`src/pcc_pkg.sv`:
```
package pcc_pkg;

    // Register offsets
    localparam logic [7:0] REG_TGT_MSB = 8'h12;
    localparam logic [7:0] REG_TGT_LSB = 8'h13;
    localparam logic [7:0] REG_RAMP_CTL = 8'h14;
    localparam logic [7:0] REG_BUS_CFG = 8'h1A;
    localparam logic [7:0] REG_DOWN_MODE = 8'h1C;
    localparam logic [7:0] REG_BASE_ADDR = 8'h1E;
    localparam logic [7:0] REG_STATUS = 8'h1F;

    // Field positions
    localparam int BIT_BUS_LVL = 1;
    localparam int BIT_RAMP_FAST = 3;
    localparam int BIT_STOP_REQ = 2;
    localparam int BIT_DOWN_MODE = 3;

    // Values after reset
    localparam logic [7:0] RST_REG = 8'h00;
    localparam logic [7:0] RST_BASE_ADDR = 8'h08;

    // Stored-setting slots loaded after bias comes up
    localparam logic [2:0] NVM_SLOTS = 3'h6;

    // Ramp timing: one step per microsecond
    localparam int CLK_HZ = 10_000_000;
    localparam int RAMP_TICK_US = 1;
    localparam int TICK_CYC = CLK_HZ / 1_000_000 * RAMP_TICK_US;
    localparam logic [3:0] TICK_LAST = 4'(TICK_CYC - 1);

    // Reference in half-millivolt units
    localparam logic [13:0] STEP_SLOW = 14'h0001;
    localparam logic [13:0] STEP_FAST = 14'h0002;
    localparam logic [8:0] FINE_MAX_CODE = 9'h118;
    localparam logic [13:0] FINE_MULT = 14'h000A;
    localparam logic [13:0] FINE_OFFS = 14'h0320;
    localparam logic [13:0] COARSE_MULT = 14'h0014;
    localparam logic [13:0] COARSE_OFFS = 14'h0640;

    typedef enum logic [1:0] {
        SQ_WAIT = 2'b00,
        SQ_LOAD = 2'b01,
        SQ_STRAP = 2'b10,
        SQ_READY = 2'b11
    } pcc_seq_t;

    typedef enum logic [1:0] {
        CT_OFF = 2'b00,
        CT_ARM = 2'b01,
        CT_RUN = 2'b10,
        CT_STOP = 2'b11
    } pcc_ctl_t;

    typedef enum logic [2:0] {
        IS_IDLE = 3'b000,
        IS_ADDR = 3'b001,
        IS_PTR = 3'b010,
        IS_WR = 3'b011,
        IS_RD = 3'b100
    } pcc_i2c_t;

    typedef struct packed {
        logic en;
        logic [7:0] addr;
        logic [7:0] data;
    } pcc_wr_t;

    function automatic logic [13:0] tgt_level(input logic [8:0] code);
        logic [13:0] c;
        c = {5'h00, code};
        if (code <= FINE_MAX_CODE) begin
            tgt_level = 14'(c * FINE_MULT + FINE_OFFS);
        end else begin
            tgt_level = 14'(c * COARSE_MULT + COARSE_OFFS);
        end
    endfunction : tgt_level

endpackage : pcc_pkg

```
`src/pcc_ramp.sv`:
```
`timescale 1ns/1ps
module pcc_ramp import pcc_pkg::*; (
    input wire logic core_clk,
    input wire logic rst,
    input wire logic clear,
    input wire logic up,
    input wire logic down,
    input wire logic fast,
    input wire logic [13:0] target,
    output logic [13:0] level,
    output logic at_target,
    output logic at_zero
);

    logic [3:0] tick_cnt_r;
    logic tick;
    logic [13:0] step;

    assign tick = (tick_cnt_r == TICK_LAST);
    assign step = fast ? STEP_FAST : STEP_SLOW;
    assign at_target = (level == target);
    assign at_zero = (level == 14'h0000);

    always_ff @(posedge core_clk) begin
        if (rst || clear || tick) begin
            tick_cnt_r <= 4'h0;
        end else begin
            tick_cnt_r <= tick_cnt_r + 4'h1;
        end
    end

    always_ff @(posedge core_clk) begin
        if (rst || clear) begin
            level <= 14'h0000;
        end else if (tick && up) begin
            if (level < target) begin
                level <= (target - level <= step) ? target : level + step;
            end else if (level > target) begin
                level <= (level - target <= step) ? target : level - step;
            end
        end else if (tick && down) begin
            level <= (level <= step) ? 14'h0000 : level - step;
        end
    end

endmodule : pcc_ramp

```
`src/pcc_i2c_slave.sv`:
```
`timescale 1ns/1ps
module pcc_i2c_slave import pcc_pkg::*; (
    input wire logic core_clk,
    input wire logic rst,
    input wire logic active,
    input wire logic [6:0] dev_addr,
    input wire logic scl_in,
    input wire logic sda_in,
    output logic sda_out,
    output logic sda_oe,
    output logic [7:0] ptr,
    input wire logic [7:0] rd_data,
    output pcc_wr_t wr
);

    logic [1:0] scl_sy;
    logic [1:0] sda_sy;
    logic scl_d;
    logic sda_d;
    logic scl_rise;
    logic scl_fall;
    logic start;
    logic stop;
    pcc_i2c_t st;
    logic [3:0] cnt;
    logic [7:0] sh;
    logic in_ack;
    logic nack;
    logic rw;

    always_ff @(posedge core_clk) begin
        if (rst) begin
            scl_sy <= 2'h3;
            sda_sy <= 2'h3;
            scl_d <= 1'b1;
            sda_d <= 1'b1;
        end else begin
            scl_sy <= {scl_sy[0], scl_in};
            sda_sy <= {sda_sy[0], sda_in};
            scl_d <= scl_sy[1];
            sda_d <= sda_sy[1];
        end
    end

    assign scl_rise = scl_sy[1] & ~scl_d;
    assign scl_fall = ~scl_sy[1] & scl_d;
    assign start = scl_sy[1] & scl_d & sda_d & ~sda_sy[1];
    assign stop = scl_sy[1] & scl_d & ~sda_d & sda_sy[1];

    // Open drain: only ever pulls low
    always_ff @(posedge core_clk) begin
        sda_out <= 1'b0;
    end

    always_ff @(posedge core_clk) begin
        if (rst) begin
            st <= IS_IDLE;
            cnt <= 4'h0;
            sh <= 8'h00;
            in_ack <= 1'b0;
            nack <= 1'b0;
            rw <= 1'b0;
            sda_oe <= 1'b0;
            ptr <= 8'h00;
            wr <= '0;
        end else begin
            wr.en <= 1'b0;
            if (!active) begin
                st <= IS_IDLE;
                sda_oe <= 1'b0;
            end else if (start) begin
                st <= IS_ADDR;
                cnt <= 4'h0;
                in_ack <= 1'b0;
                sda_oe <= 1'b0;
            end else if (stop) begin
                st <= IS_IDLE;
                sda_oe <= 1'b0;
            end else if (st != IS_IDLE && scl_rise) begin
                if (in_ack) begin
                    nack <= sda_sy[1];
                    if (st == IS_RD && !sda_sy[1]) begin
                        ptr <= ptr + 8'h01;
                    end
                end else begin
                    sh <= {sh[6:0], sda_sy[1]};
                    cnt <= cnt + 4'h1;
                end
            end else if (st != IS_IDLE && scl_fall) begin
                if (!in_ack && cnt == 4'h8) begin
                    in_ack <= 1'b1;
                    case (st)
                        IS_ADDR: begin
                            if (sh[7:1] == dev_addr) begin
                                sda_oe <= 1'b1;
                                rw <= sh[0];
                            end else begin
                                st <= IS_IDLE;
                            end
                        end
                        IS_PTR: begin
                            ptr <= sh;
                            sda_oe <= 1'b1;
                        end
                        IS_WR: begin
                            wr.en <= 1'b1;
                            wr.addr <= ptr;
                            wr.data <= sh;
                            sda_oe <= 1'b1;
                        end
                        default: sda_oe <= 1'b0;
                    endcase
                end else if (in_ack) begin
                    in_ack <= 1'b0;
                    cnt <= 4'h0;
                    case (st)
                        IS_ADDR: begin
                            st <= rw ? IS_RD : IS_PTR;
                            sda_oe <= rw & ~rd_data[7];
                        end
                        IS_PTR: begin
                            st <= IS_WR;
                            sda_oe <= 1'b0;
                        end
                        IS_WR: begin
                            ptr <= ptr + 8'h01;
                            sda_oe <= 1'b0;
                        end
                        default: begin
                            st <= nack ? IS_IDLE : IS_RD;
                            sda_oe <= ~nack & ~rd_data[7];
                        end
                    endcase
                end else if (st == IS_RD) begin
                    sda_oe <= ~rd_data[3'h7 - cnt[2:0]];
                end
            end
        end
    end

endmodule : pcc_i2c_slave

```
`src/pcc_ctrl.sv`:
```
`timescale 1ns/1ps
module pcc_ctrl import pcc_pkg::*; (
    input wire logic core_clk,
    input wire logic rst,
    input wire logic bias_lockout_ok,
    input wire logic enable_pin,
    input wire logic scl_in,
    input wire logic sda_in,
    output logic sda_out,
    output logic sda_oe,
    input wire logic [2:0] addr_strap,
    output logic nvm_rd_en,
    output logic [2:0] nvm_addr,
    input wire logic [7:0] nvm_rdata,
    input wire logic feedback_pin_below_ref,
    input wire logic ocp_fault,
    input wire logic ovp_fault,
    output logic [13:0] ref_level,
    output logic high_side_drive,
    output logic low_side_drive,
    output logic first_pulse,
    output logic min_on_mode,
    output logic power_good_output,
    output logic [8:0] target_code,
    output logic bus_level_hi,
    output logic init_done
);

    ////////////////////////////////////////////////////////////////////////
    // Input synchronisers

    logic [1:0] bias_sy;
    logic [1:0] en_sy;
    logic [1:0] fb_sy;
    logic [1:0] ocp_sy;
    logic [1:0] ovp_sy;
    logic [2:0] strap_s1;
    logic [2:0] strap_s2;

    always_ff @(posedge core_clk) begin
        if (rst) begin
            bias_sy <= 2'h0;
            en_sy <= 2'h0;
            fb_sy <= 2'h0;
            ocp_sy <= 2'h0;
            ovp_sy <= 2'h0;
            strap_s1 <= 3'h0;
            strap_s2 <= 3'h0;
        end else begin
            bias_sy <= {bias_sy[0], bias_lockout_ok};
            en_sy <= {en_sy[0], enable_pin};
            fb_sy <= {fb_sy[0], feedback_pin_below_ref};
            ocp_sy <= {ocp_sy[0], ocp_fault};
            ovp_sy <= {ovp_sy[0], ovp_fault};
            strap_s1 <= addr_strap;
            strap_s2 <= strap_s1;
        end
    end

    ////////////////////////////////////////////////////////////////////////
    // Register file

    logic [7:0] target_code_msb_reg_r;
    logic [7:0] target_code_lsb_reg_r;
    logic [7:0] ramp_control_reg_r;
    logic [7:0] bus_level_config_reg_r;
    logic [7:0] ramp_down_mode_reg_r;
    logic [7:0] slave_base_addr_reg_r;
    logic [2:0] offset_r;
    logic [7:0] rd_ptr;
    logic [7:0] rd_data;
    pcc_wr_t bus_wr;
    pcc_wr_t nvm_wr;
    pcc_wr_t reg_wr;
    pcc_seq_t sq_r;
    pcc_ctl_t ct_r;

    // Bus is held silent during loading, so no collision
    assign reg_wr = nvm_wr.en ? nvm_wr : bus_wr;

    always_ff @(posedge core_clk) begin
        if (rst) begin
            target_code_msb_reg_r <= RST_REG;
            target_code_lsb_reg_r <= RST_REG;
            ramp_control_reg_r <= RST_REG;
            bus_level_config_reg_r <= RST_REG;
            ramp_down_mode_reg_r <= RST_REG;
            slave_base_addr_reg_r <= RST_BASE_ADDR;
        end else if (reg_wr.en) begin
            if (reg_wr.addr == REG_TGT_MSB) begin
                target_code_msb_reg_r <= reg_wr.data;
            end else if (reg_wr.addr == REG_TGT_LSB) begin
                target_code_lsb_reg_r <= reg_wr.data;
            end else if (reg_wr.addr == REG_RAMP_CTL) begin
                ramp_control_reg_r <= reg_wr.data;
            end else if (reg_wr.addr == REG_BUS_CFG) begin
                bus_level_config_reg_r <= reg_wr.data;
            end else if (reg_wr.addr == REG_DOWN_MODE) begin
                ramp_down_mode_reg_r <= reg_wr.data;
            end else if (reg_wr.addr == REG_BASE_ADDR) begin
                slave_base_addr_reg_r <= reg_wr.data;
            end
        end
    end

    always_comb begin
        if (rd_ptr == REG_TGT_MSB) begin
            rd_data = target_code_msb_reg_r;
        end else if (rd_ptr == REG_TGT_LSB) begin
            rd_data = target_code_lsb_reg_r;
        end else if (rd_ptr == REG_RAMP_CTL) begin
            rd_data = ramp_control_reg_r;
        end else if (rd_ptr == REG_BUS_CFG) begin
            rd_data = bus_level_config_reg_r;
        end else if (rd_ptr == REG_DOWN_MODE) begin
            rd_data = ramp_down_mode_reg_r;
        end else if (rd_ptr == REG_BASE_ADDR) begin
            rd_data = slave_base_addr_reg_r;
        end else if (rd_ptr == REG_STATUS) begin
            rd_data = {init_done, power_good_output, high_side_drive,
                       ct_r, offset_r};
        end else begin
            rd_data = 8'h00;
        end
    end

    assign target_code = {target_code_msb_reg_r[0], target_code_lsb_reg_r};
    assign bus_level_hi = bus_level_config_reg_r[BIT_BUS_LVL];

    ////////////////////////////////////////////////////////////////////////
    // Initialisation sequencer

    logic [2:0] slot_r;
    logic ld_pend_r;

    function automatic logic [7:0] slot_addr(input logic [2:0] slot);
        case (slot)
            3'h0: slot_addr = REG_TGT_MSB;
            3'h1: slot_addr = REG_TGT_LSB;
            3'h2: slot_addr = REG_RAMP_CTL;
            3'h3: slot_addr = REG_BUS_CFG;
            3'h4: slot_addr = REG_DOWN_MODE;
            default: slot_addr = REG_BASE_ADDR;
        endcase
    endfunction : slot_addr

    assign nvm_addr = slot_r;
    assign nvm_wr.en = ld_pend_r;
    assign nvm_wr.addr = slot_addr(slot_r);
    assign nvm_wr.data = nvm_rdata;

    always_ff @(posedge core_clk) begin
        if (rst) begin
            sq_r <= SQ_WAIT;
            slot_r <= 3'h0;
            nvm_rd_en <= 1'b0;
            ld_pend_r <= 1'b0;
            offset_r <= 3'h0;
            init_done <= 1'b0;
        end else begin
            nvm_rd_en <= 1'b0;
            ld_pend_r <= nvm_rd_en;
            if (!bias_sy[1]) begin
                // held in reset below bias start level
                sq_r <= SQ_WAIT;
                slot_r <= 3'h0;
                init_done <= 1'b0;
            end else begin
                case (sq_r)
                    SQ_WAIT: begin
                        sq_r <= SQ_LOAD;
                        slot_r <= 3'h0;
                    end
                    SQ_LOAD: begin
                        if (ld_pend_r) begin
                            slot_r <= slot_r + 3'h1;
                        end else if (!nvm_rd_en) begin
                            if (slot_r == NVM_SLOTS) begin
                                sq_r <= SQ_STRAP;
                            end else begin
                                nvm_rd_en <= 1'b1;
                            end
                        end
                    end
                    SQ_STRAP: begin
                        offset_r <= strap_s2;
                        sq_r <= SQ_READY;
                        init_done <= 1'b1;
                    end
                    default: begin
                        sq_r <= SQ_READY;
                    end
                endcase
            end
        end
    end

    ////////////////////////////////////////////////////////////////////////
    // Serial bus slave

    logic [7:0] addr_sum;

    assign addr_sum = slave_base_addr_reg_r + {5'h00, offset_r};

    pcc_i2c_slave u_i2c (
        .core_clk(core_clk),
        .rst(rst),
        .active(init_done),
        .dev_addr(addr_sum[6:0]),
        .scl_in(scl_in),
        .sda_in(sda_in),
        .sda_out(sda_out),
        .sda_oe(sda_oe),
        .ptr(rd_ptr),
        .rd_data(rd_data),
        .wr(bus_wr)
    );

    ////////////////////////////////////////////////////////////////////////
    // Start-up, run and shut-down control

    logic stop_req;
    logic go;
    logic ramp_clear;
    logic at_target;
    logic at_zero;

    // both bits needed for controlled stop
    assign stop_req = ramp_control_reg_r[BIT_STOP_REQ] &
                      ramp_down_mode_reg_r[BIT_DOWN_MODE];
    // faults cut the drive in any phase
    assign go = init_done & en_sy[1] & ~ocp_sy[1] & ~ovp_sy[1];
    // enable loss zeroes ramp at once
    assign ramp_clear = ~go | (ct_r == CT_OFF);

    pcc_ramp u_ramp (
        .core_clk(core_clk),
        .rst(rst),
        .clear(ramp_clear),
        .up((ct_r == CT_ARM) || (ct_r == CT_RUN)),
        .down(ct_r == CT_STOP),
        .fast(ramp_control_reg_r[BIT_RAMP_FAST]),
        .target(tgt_level(target_code)),
        .level(ref_level),
        .at_target(at_target),
        .at_zero(at_zero)
    );

    always_ff @(posedge core_clk) begin
        if (rst) begin
            ct_r <= CT_OFF;
            high_side_drive <= 1'b0;
            low_side_drive <= 1'b0;
            first_pulse <= 1'b0;
            min_on_mode <= 1'b0;
            power_good_output <= 1'b0;
        end else begin
            first_pulse <= 1'b0;
            if (!go) begin
                ct_r <= CT_OFF;
                high_side_drive <= 1'b0;
                low_side_drive <= 1'b0;
                min_on_mode <= 1'b0;
                power_good_output <= 1'b0;
            end else begin
                case (ct_r)
                    CT_OFF: begin
                        // start only once initialised and enabled
                        if (!stop_req) begin
                            ct_r <= CT_ARM;
                        end
                    end
                    CT_ARM: begin
                        if (fb_sy[1]) begin
                            ct_r <= CT_RUN;
                            high_side_drive <= 1'b1;
                            low_side_drive <= 1'b1;
                            first_pulse <= 1'b1;
                            min_on_mode <= 1'b1;
                        end else if (stop_req) begin
                            ct_r <= CT_OFF;
                        end
                    end
                    CT_RUN: begin
                        min_on_mode <= ~at_target;
                        power_good_output <= at_target;
                        if (stop_req) begin
                            ct_r <= CT_STOP;
                            power_good_output <= 1'b0;
                        end
                    end
                    default: begin
                        power_good_output <= 1'b0;
                        if (at_zero) begin
                            ct_r <= CT_OFF;
                            high_side_drive <= 1'b0;
                            low_side_drive <= 1'b0;
                            min_on_mode <= 1'b0;
                        end else if (!stop_req) begin
                            ct_r <= CT_RUN;
                        end
                    end
                endcase
            end
        end
    end

endmodule : pcc_ctrl

```
`config.mk`:
```
export PLATFORM = sky130hd
export DESIGN_NAME = pcc_ctrl
export DESIGN_NICKNAME = d
export VERILOG_FILES = /design/src/pcc_pkg.sv /design/src/pcc_ramp.sv /design/src/pcc_i2c_slave.sv /design/src/pcc_ctrl.sv
export SDC_FILE = /design/constraint.sdc
export NUM_CORES = 1
export LEC_CHECK = 0
export BUFFER_PORTS_ARGS = -buffer_cell sky130_fd_sc_hd__buf_4
export CAP_MARGIN = 25
export CORE_MARGIN = 2
export CORE_UTILIZATION = 25
export DETAILED_ROUTE_END_ITERATION = 6
export GPL_ROUTABILITY_DRIVEN = 0
export PLACE_DENSITY = 0.53
export RECOVER_POWER = 50
export SYNTH_ARGS = -nofsm -noshare
export SYNTH_HDL_FRONTEND = slang
export SYNTH_SLANG_ARGS = --single-unit
```
`constraint.sdc`:
```
create_clock -name core_clk -period 5.61 [get_ports core_clk]
set_input_delay 0.561 -clock core_clk [delete_from_list [all_inputs] [get_ports core_clk]]
set_output_delay 0.561 -clock core_clk [all_outputs]
set_load 0.005 [all_outputs]
```
==> results.yml <==
status:
  outcome: "finished with violations"
  violations: "max-capacitance violations, max-slew violations"
sta:
  worst_slack_ns: 0.224
  finalMaxSlewViolations: 94
  min_period_over_period_pct: 96.0
  fin_skew_ns: 0.0130
  finalHoldViolCount: 0
  tightest_slew_ns: 4.20
  final.setup.tns_ns: 0
  max_freq_ghz: 0.186
  slew_headroom_pct: -180
  setup_viol: 0
  layout_min_cycle_time_ns: 5.39
  grt_setup_unrepaired: "true"
yosys:
  netlist_area_um2: 10400
  ys_seq_area_share_pct: 28.7
  netlist_top_cells_area: "dfxtp_1 29%, ha_1 7.7%, nor2_1 6.4%, a21oi_1 5.0%, nand2_1 4.9%"
  ys_ff_latch: 149
  synth_edf_count: 0
  synth-async-reset-ratio_pct: 0
  synthMostInstantiatedCell: "nor2_1"
  synth_top_area_cell: "dfxtp_1"
  synth.distinct_cells: 91
  synth_nets: 1447
  ys.flop_type: "dfxtp_1"
  synth_common_cells: "177 x nor2_1, 149 x dfxtp_1, 135 x nand2_1"
  yosysWarnings: 0
  syn_inst: 1357
  yosys.area.top_type_share_pct: 28.7
  syn_area_per_cell_um2: 7.66
grt:
  antenna_found_initial: 0
  grtUsageMet3_pct: 2.38
  grt_pass1_vias: 9298
  grt_pass1_wl_um: 51000
  grt.met1_usage_pct: 19.5
  grt_overflow_total: 0
  grt.total_usage_pct: 14.6
  top_usage_layer: "met2"
  grtUsageMet2_pct: 24.0
  grt_max_degree: 99
power_and_ir_drop:
  powerDensity_nw_per_um2: 178
  switchingPower_uw: 499
  swShare_pct: 22.6
  p_seq_share_pct: 48.5
  finalPower_mw: 2.20
  power_frac_comb_pct: 1.5
  leakage_nw: 4.64
  clockPowerShare_pct: 50.0
  p_int_mw: 1.70
  peakVddDrop_uv: 184
worst_setup_path:
  crit_fanout: 13
  worstPathRequired_ns: 5.92
  cp.arrival_ns: 5.70
  worstSetupEndpointType: "flop"
  cp-start-kind: "flop"
  worstSetupPathType: "reg -> reg"
floorplanning:
  die_x_um: 208
  die_y_um: 208
  start_util_pct: 25.4
  io_pins: 56
  placementRows: 74
  die_area_um2: 43200
  core_area_um2: 40900
route:
  drt_wl_total_um: 32300
  drc_errors: 0
  antenna_left: 0
  vias_per_cell: 5.14
  dr.pass1.iters: 6
  dr.first_iter.drc_count: 818
  wire_per_inst_um: 16.6
  vias: 10042
clock_tree:
  hold_buffers: 0
  cts_htree_levels: 4
  worstSkewPairLatency_ns: 0.44
  cts_sinks: 149
  cts_tree: "yes"
  clockRootBuffer: "clkbuf_16"
  path_clk_slew_ns: 0.07
  clockBufferDepth: 2
  cts_buffers: 17
final_layout:
  drive_gt1_share_pct: 14.6
  fin_cells: 1952
  final_core_util_pct: 30.2
  fin_nets: 1496
  multiInputGateArea_um2: 7170
  n_fill_cell: 4427
  regArea_um2: 2980
  area_growth_pct: 19.1
placement:
  io_buffer_count: 54
  dp_cells: 1904
  place_ws_ns: 0.00686
  hpwlAfterDp_um: 23900
flow_run:
  maxCapViolations: 1
worst_hold_path:
  min_path_type: "in -> reg"
-- worst max-delay path, stage by stage, from the launching register on --
cell,delay [ns]
dfxtp_1,0.31
buf_4,0.17
o311a_1,0.39
o41ai_4,0.46
mux2i_1,0.63
inv_1,0.10
ha_1,0.39
and2_1,0.25
a22oi_1,0.21
nand3b_1,0.20
a211o_1,0.40
nand3_1,0.16
a31oi_2,0.17
o211ai_1,0.29
nand3b_1,0.48
a2111oi_1,0.54
nor3b_1,0.10
-- metal layers --
metal	wire (um)	vias up	part of all wire, %
met2	14900	296	46
met1	15200	4725	47
met3	1550	44	4.8
met5	0	-	0
met4	685	0	2.1
li1	-	4977	-
-- power by group through the flow --
stage / registers [mW] / logic [mW] / clock network [mW]
floorplan: 1.09 / 0.0197 / 0
global placement: 1.09 / 0.0344 / 0
detailed placement: 1.09 / 0.0345 / 0
CTS: 1.07 / 0.0345 / 1.13
global route: 1.07 / 0.0375 / 1.17
finish: 1.07 / 0.0340 / 1.10
-- registers in the layout, summed over array words and instances, names as in the netlist, 4 cells and up --
signal	cells
bus_level_config_reg_r	8
ramp_control_reg_r	8
ramp_down_mode_reg_r	8
slave_base_addr_reg_r	8
target_code_lsb_reg_r	8
target_code_msb_reg_r	8
u_i2c.cnt	4
u_i2c.ptr	8
u_i2c.sh	8
u_i2c.wr	17
u_ramp.level	14
u_ramp.tick_cnt_r	4
-- path summary, 6_finish.rpt --
path / from / to / slack (ns) / cells past startpoint
worst max-delay path: target_code_lsb_reg_r[0] / u_ramp.level[12] / 0.22 / 16
worst min-delay path: scl_in / u_i2c.scl_sy[0] / 0.31 / 2
worst max register to register: target_code_lsb_reg_r[0] / u_ramp.level[12] / 0.22 / 16
worst min register to register: u_i2c.sda_sy[0] / u_i2c.sda_sy[1] / 0.41 / 1
-- cell type report --
class,count,area share (%)
Sequential cell,149,24.1
Timing Repair Buffer,106,6.28
Clock inverter,10,0.778
Antenna cell,1,0.0202
Inverter,59,1.79
Multi-Input combinational cell,1073,58.0
Clock buffer,22,3.67
Tap cell,532,5.38
-- kinds of logic (layout without fill, tap and decap cells) --
logic type | Yosys count | count (layout) | share of synthesized area (%)
and+or+nand+nor | 555 | 555 | 25.9
buffers and inverters | 135 | 197 | 5.14
DFF | 149 | 149 | 28.7
xor gates and xnor gates | 50 | 50 | 4.47
AOI/OAI and AO/OA | 360 | 360 | 23.1
muxes | 37 | 37 | 3.77
other | 1 | 2 | 0.0361
adders and majority gates | 70 | 70 | 8.86
-- through the flow --
step                hold slack, ns  instance area (um2)
detailed placement           0.396                11400
global placement             0.394                11400
global route                 0.297                12400
floorplan                    0.389                10400
finish                       0.306                12400
CTS                          0.285                12000
-- what timing repair did --
action | in CTS | in global routing
endpoints found under the setup margin | 4 | 14
pin swaps | 0 | 19
setup buffers | 0 | 11
gates cloned | 0 | 0
resized for setup | 3 | 57
-- cells in the final DEF (no fill, tap or decap), types with 17 or more instances in the layout --
cell       instances
or2_2             17
xnor2_1           31
a211oi_1          36
mux2i_1           31
o21ai_0           66
buf_4             93
a22oi_1           19
nand2_1          135
ha_1              58
dfxtp_1          148
clkbuf_16         17
nor3_1            34
nand3_1           38
nor2_1           174
inv_1             58
nor2b_1           36
a21oi_1          101
No activity file was read; power rests on OpenSTA's default activity.
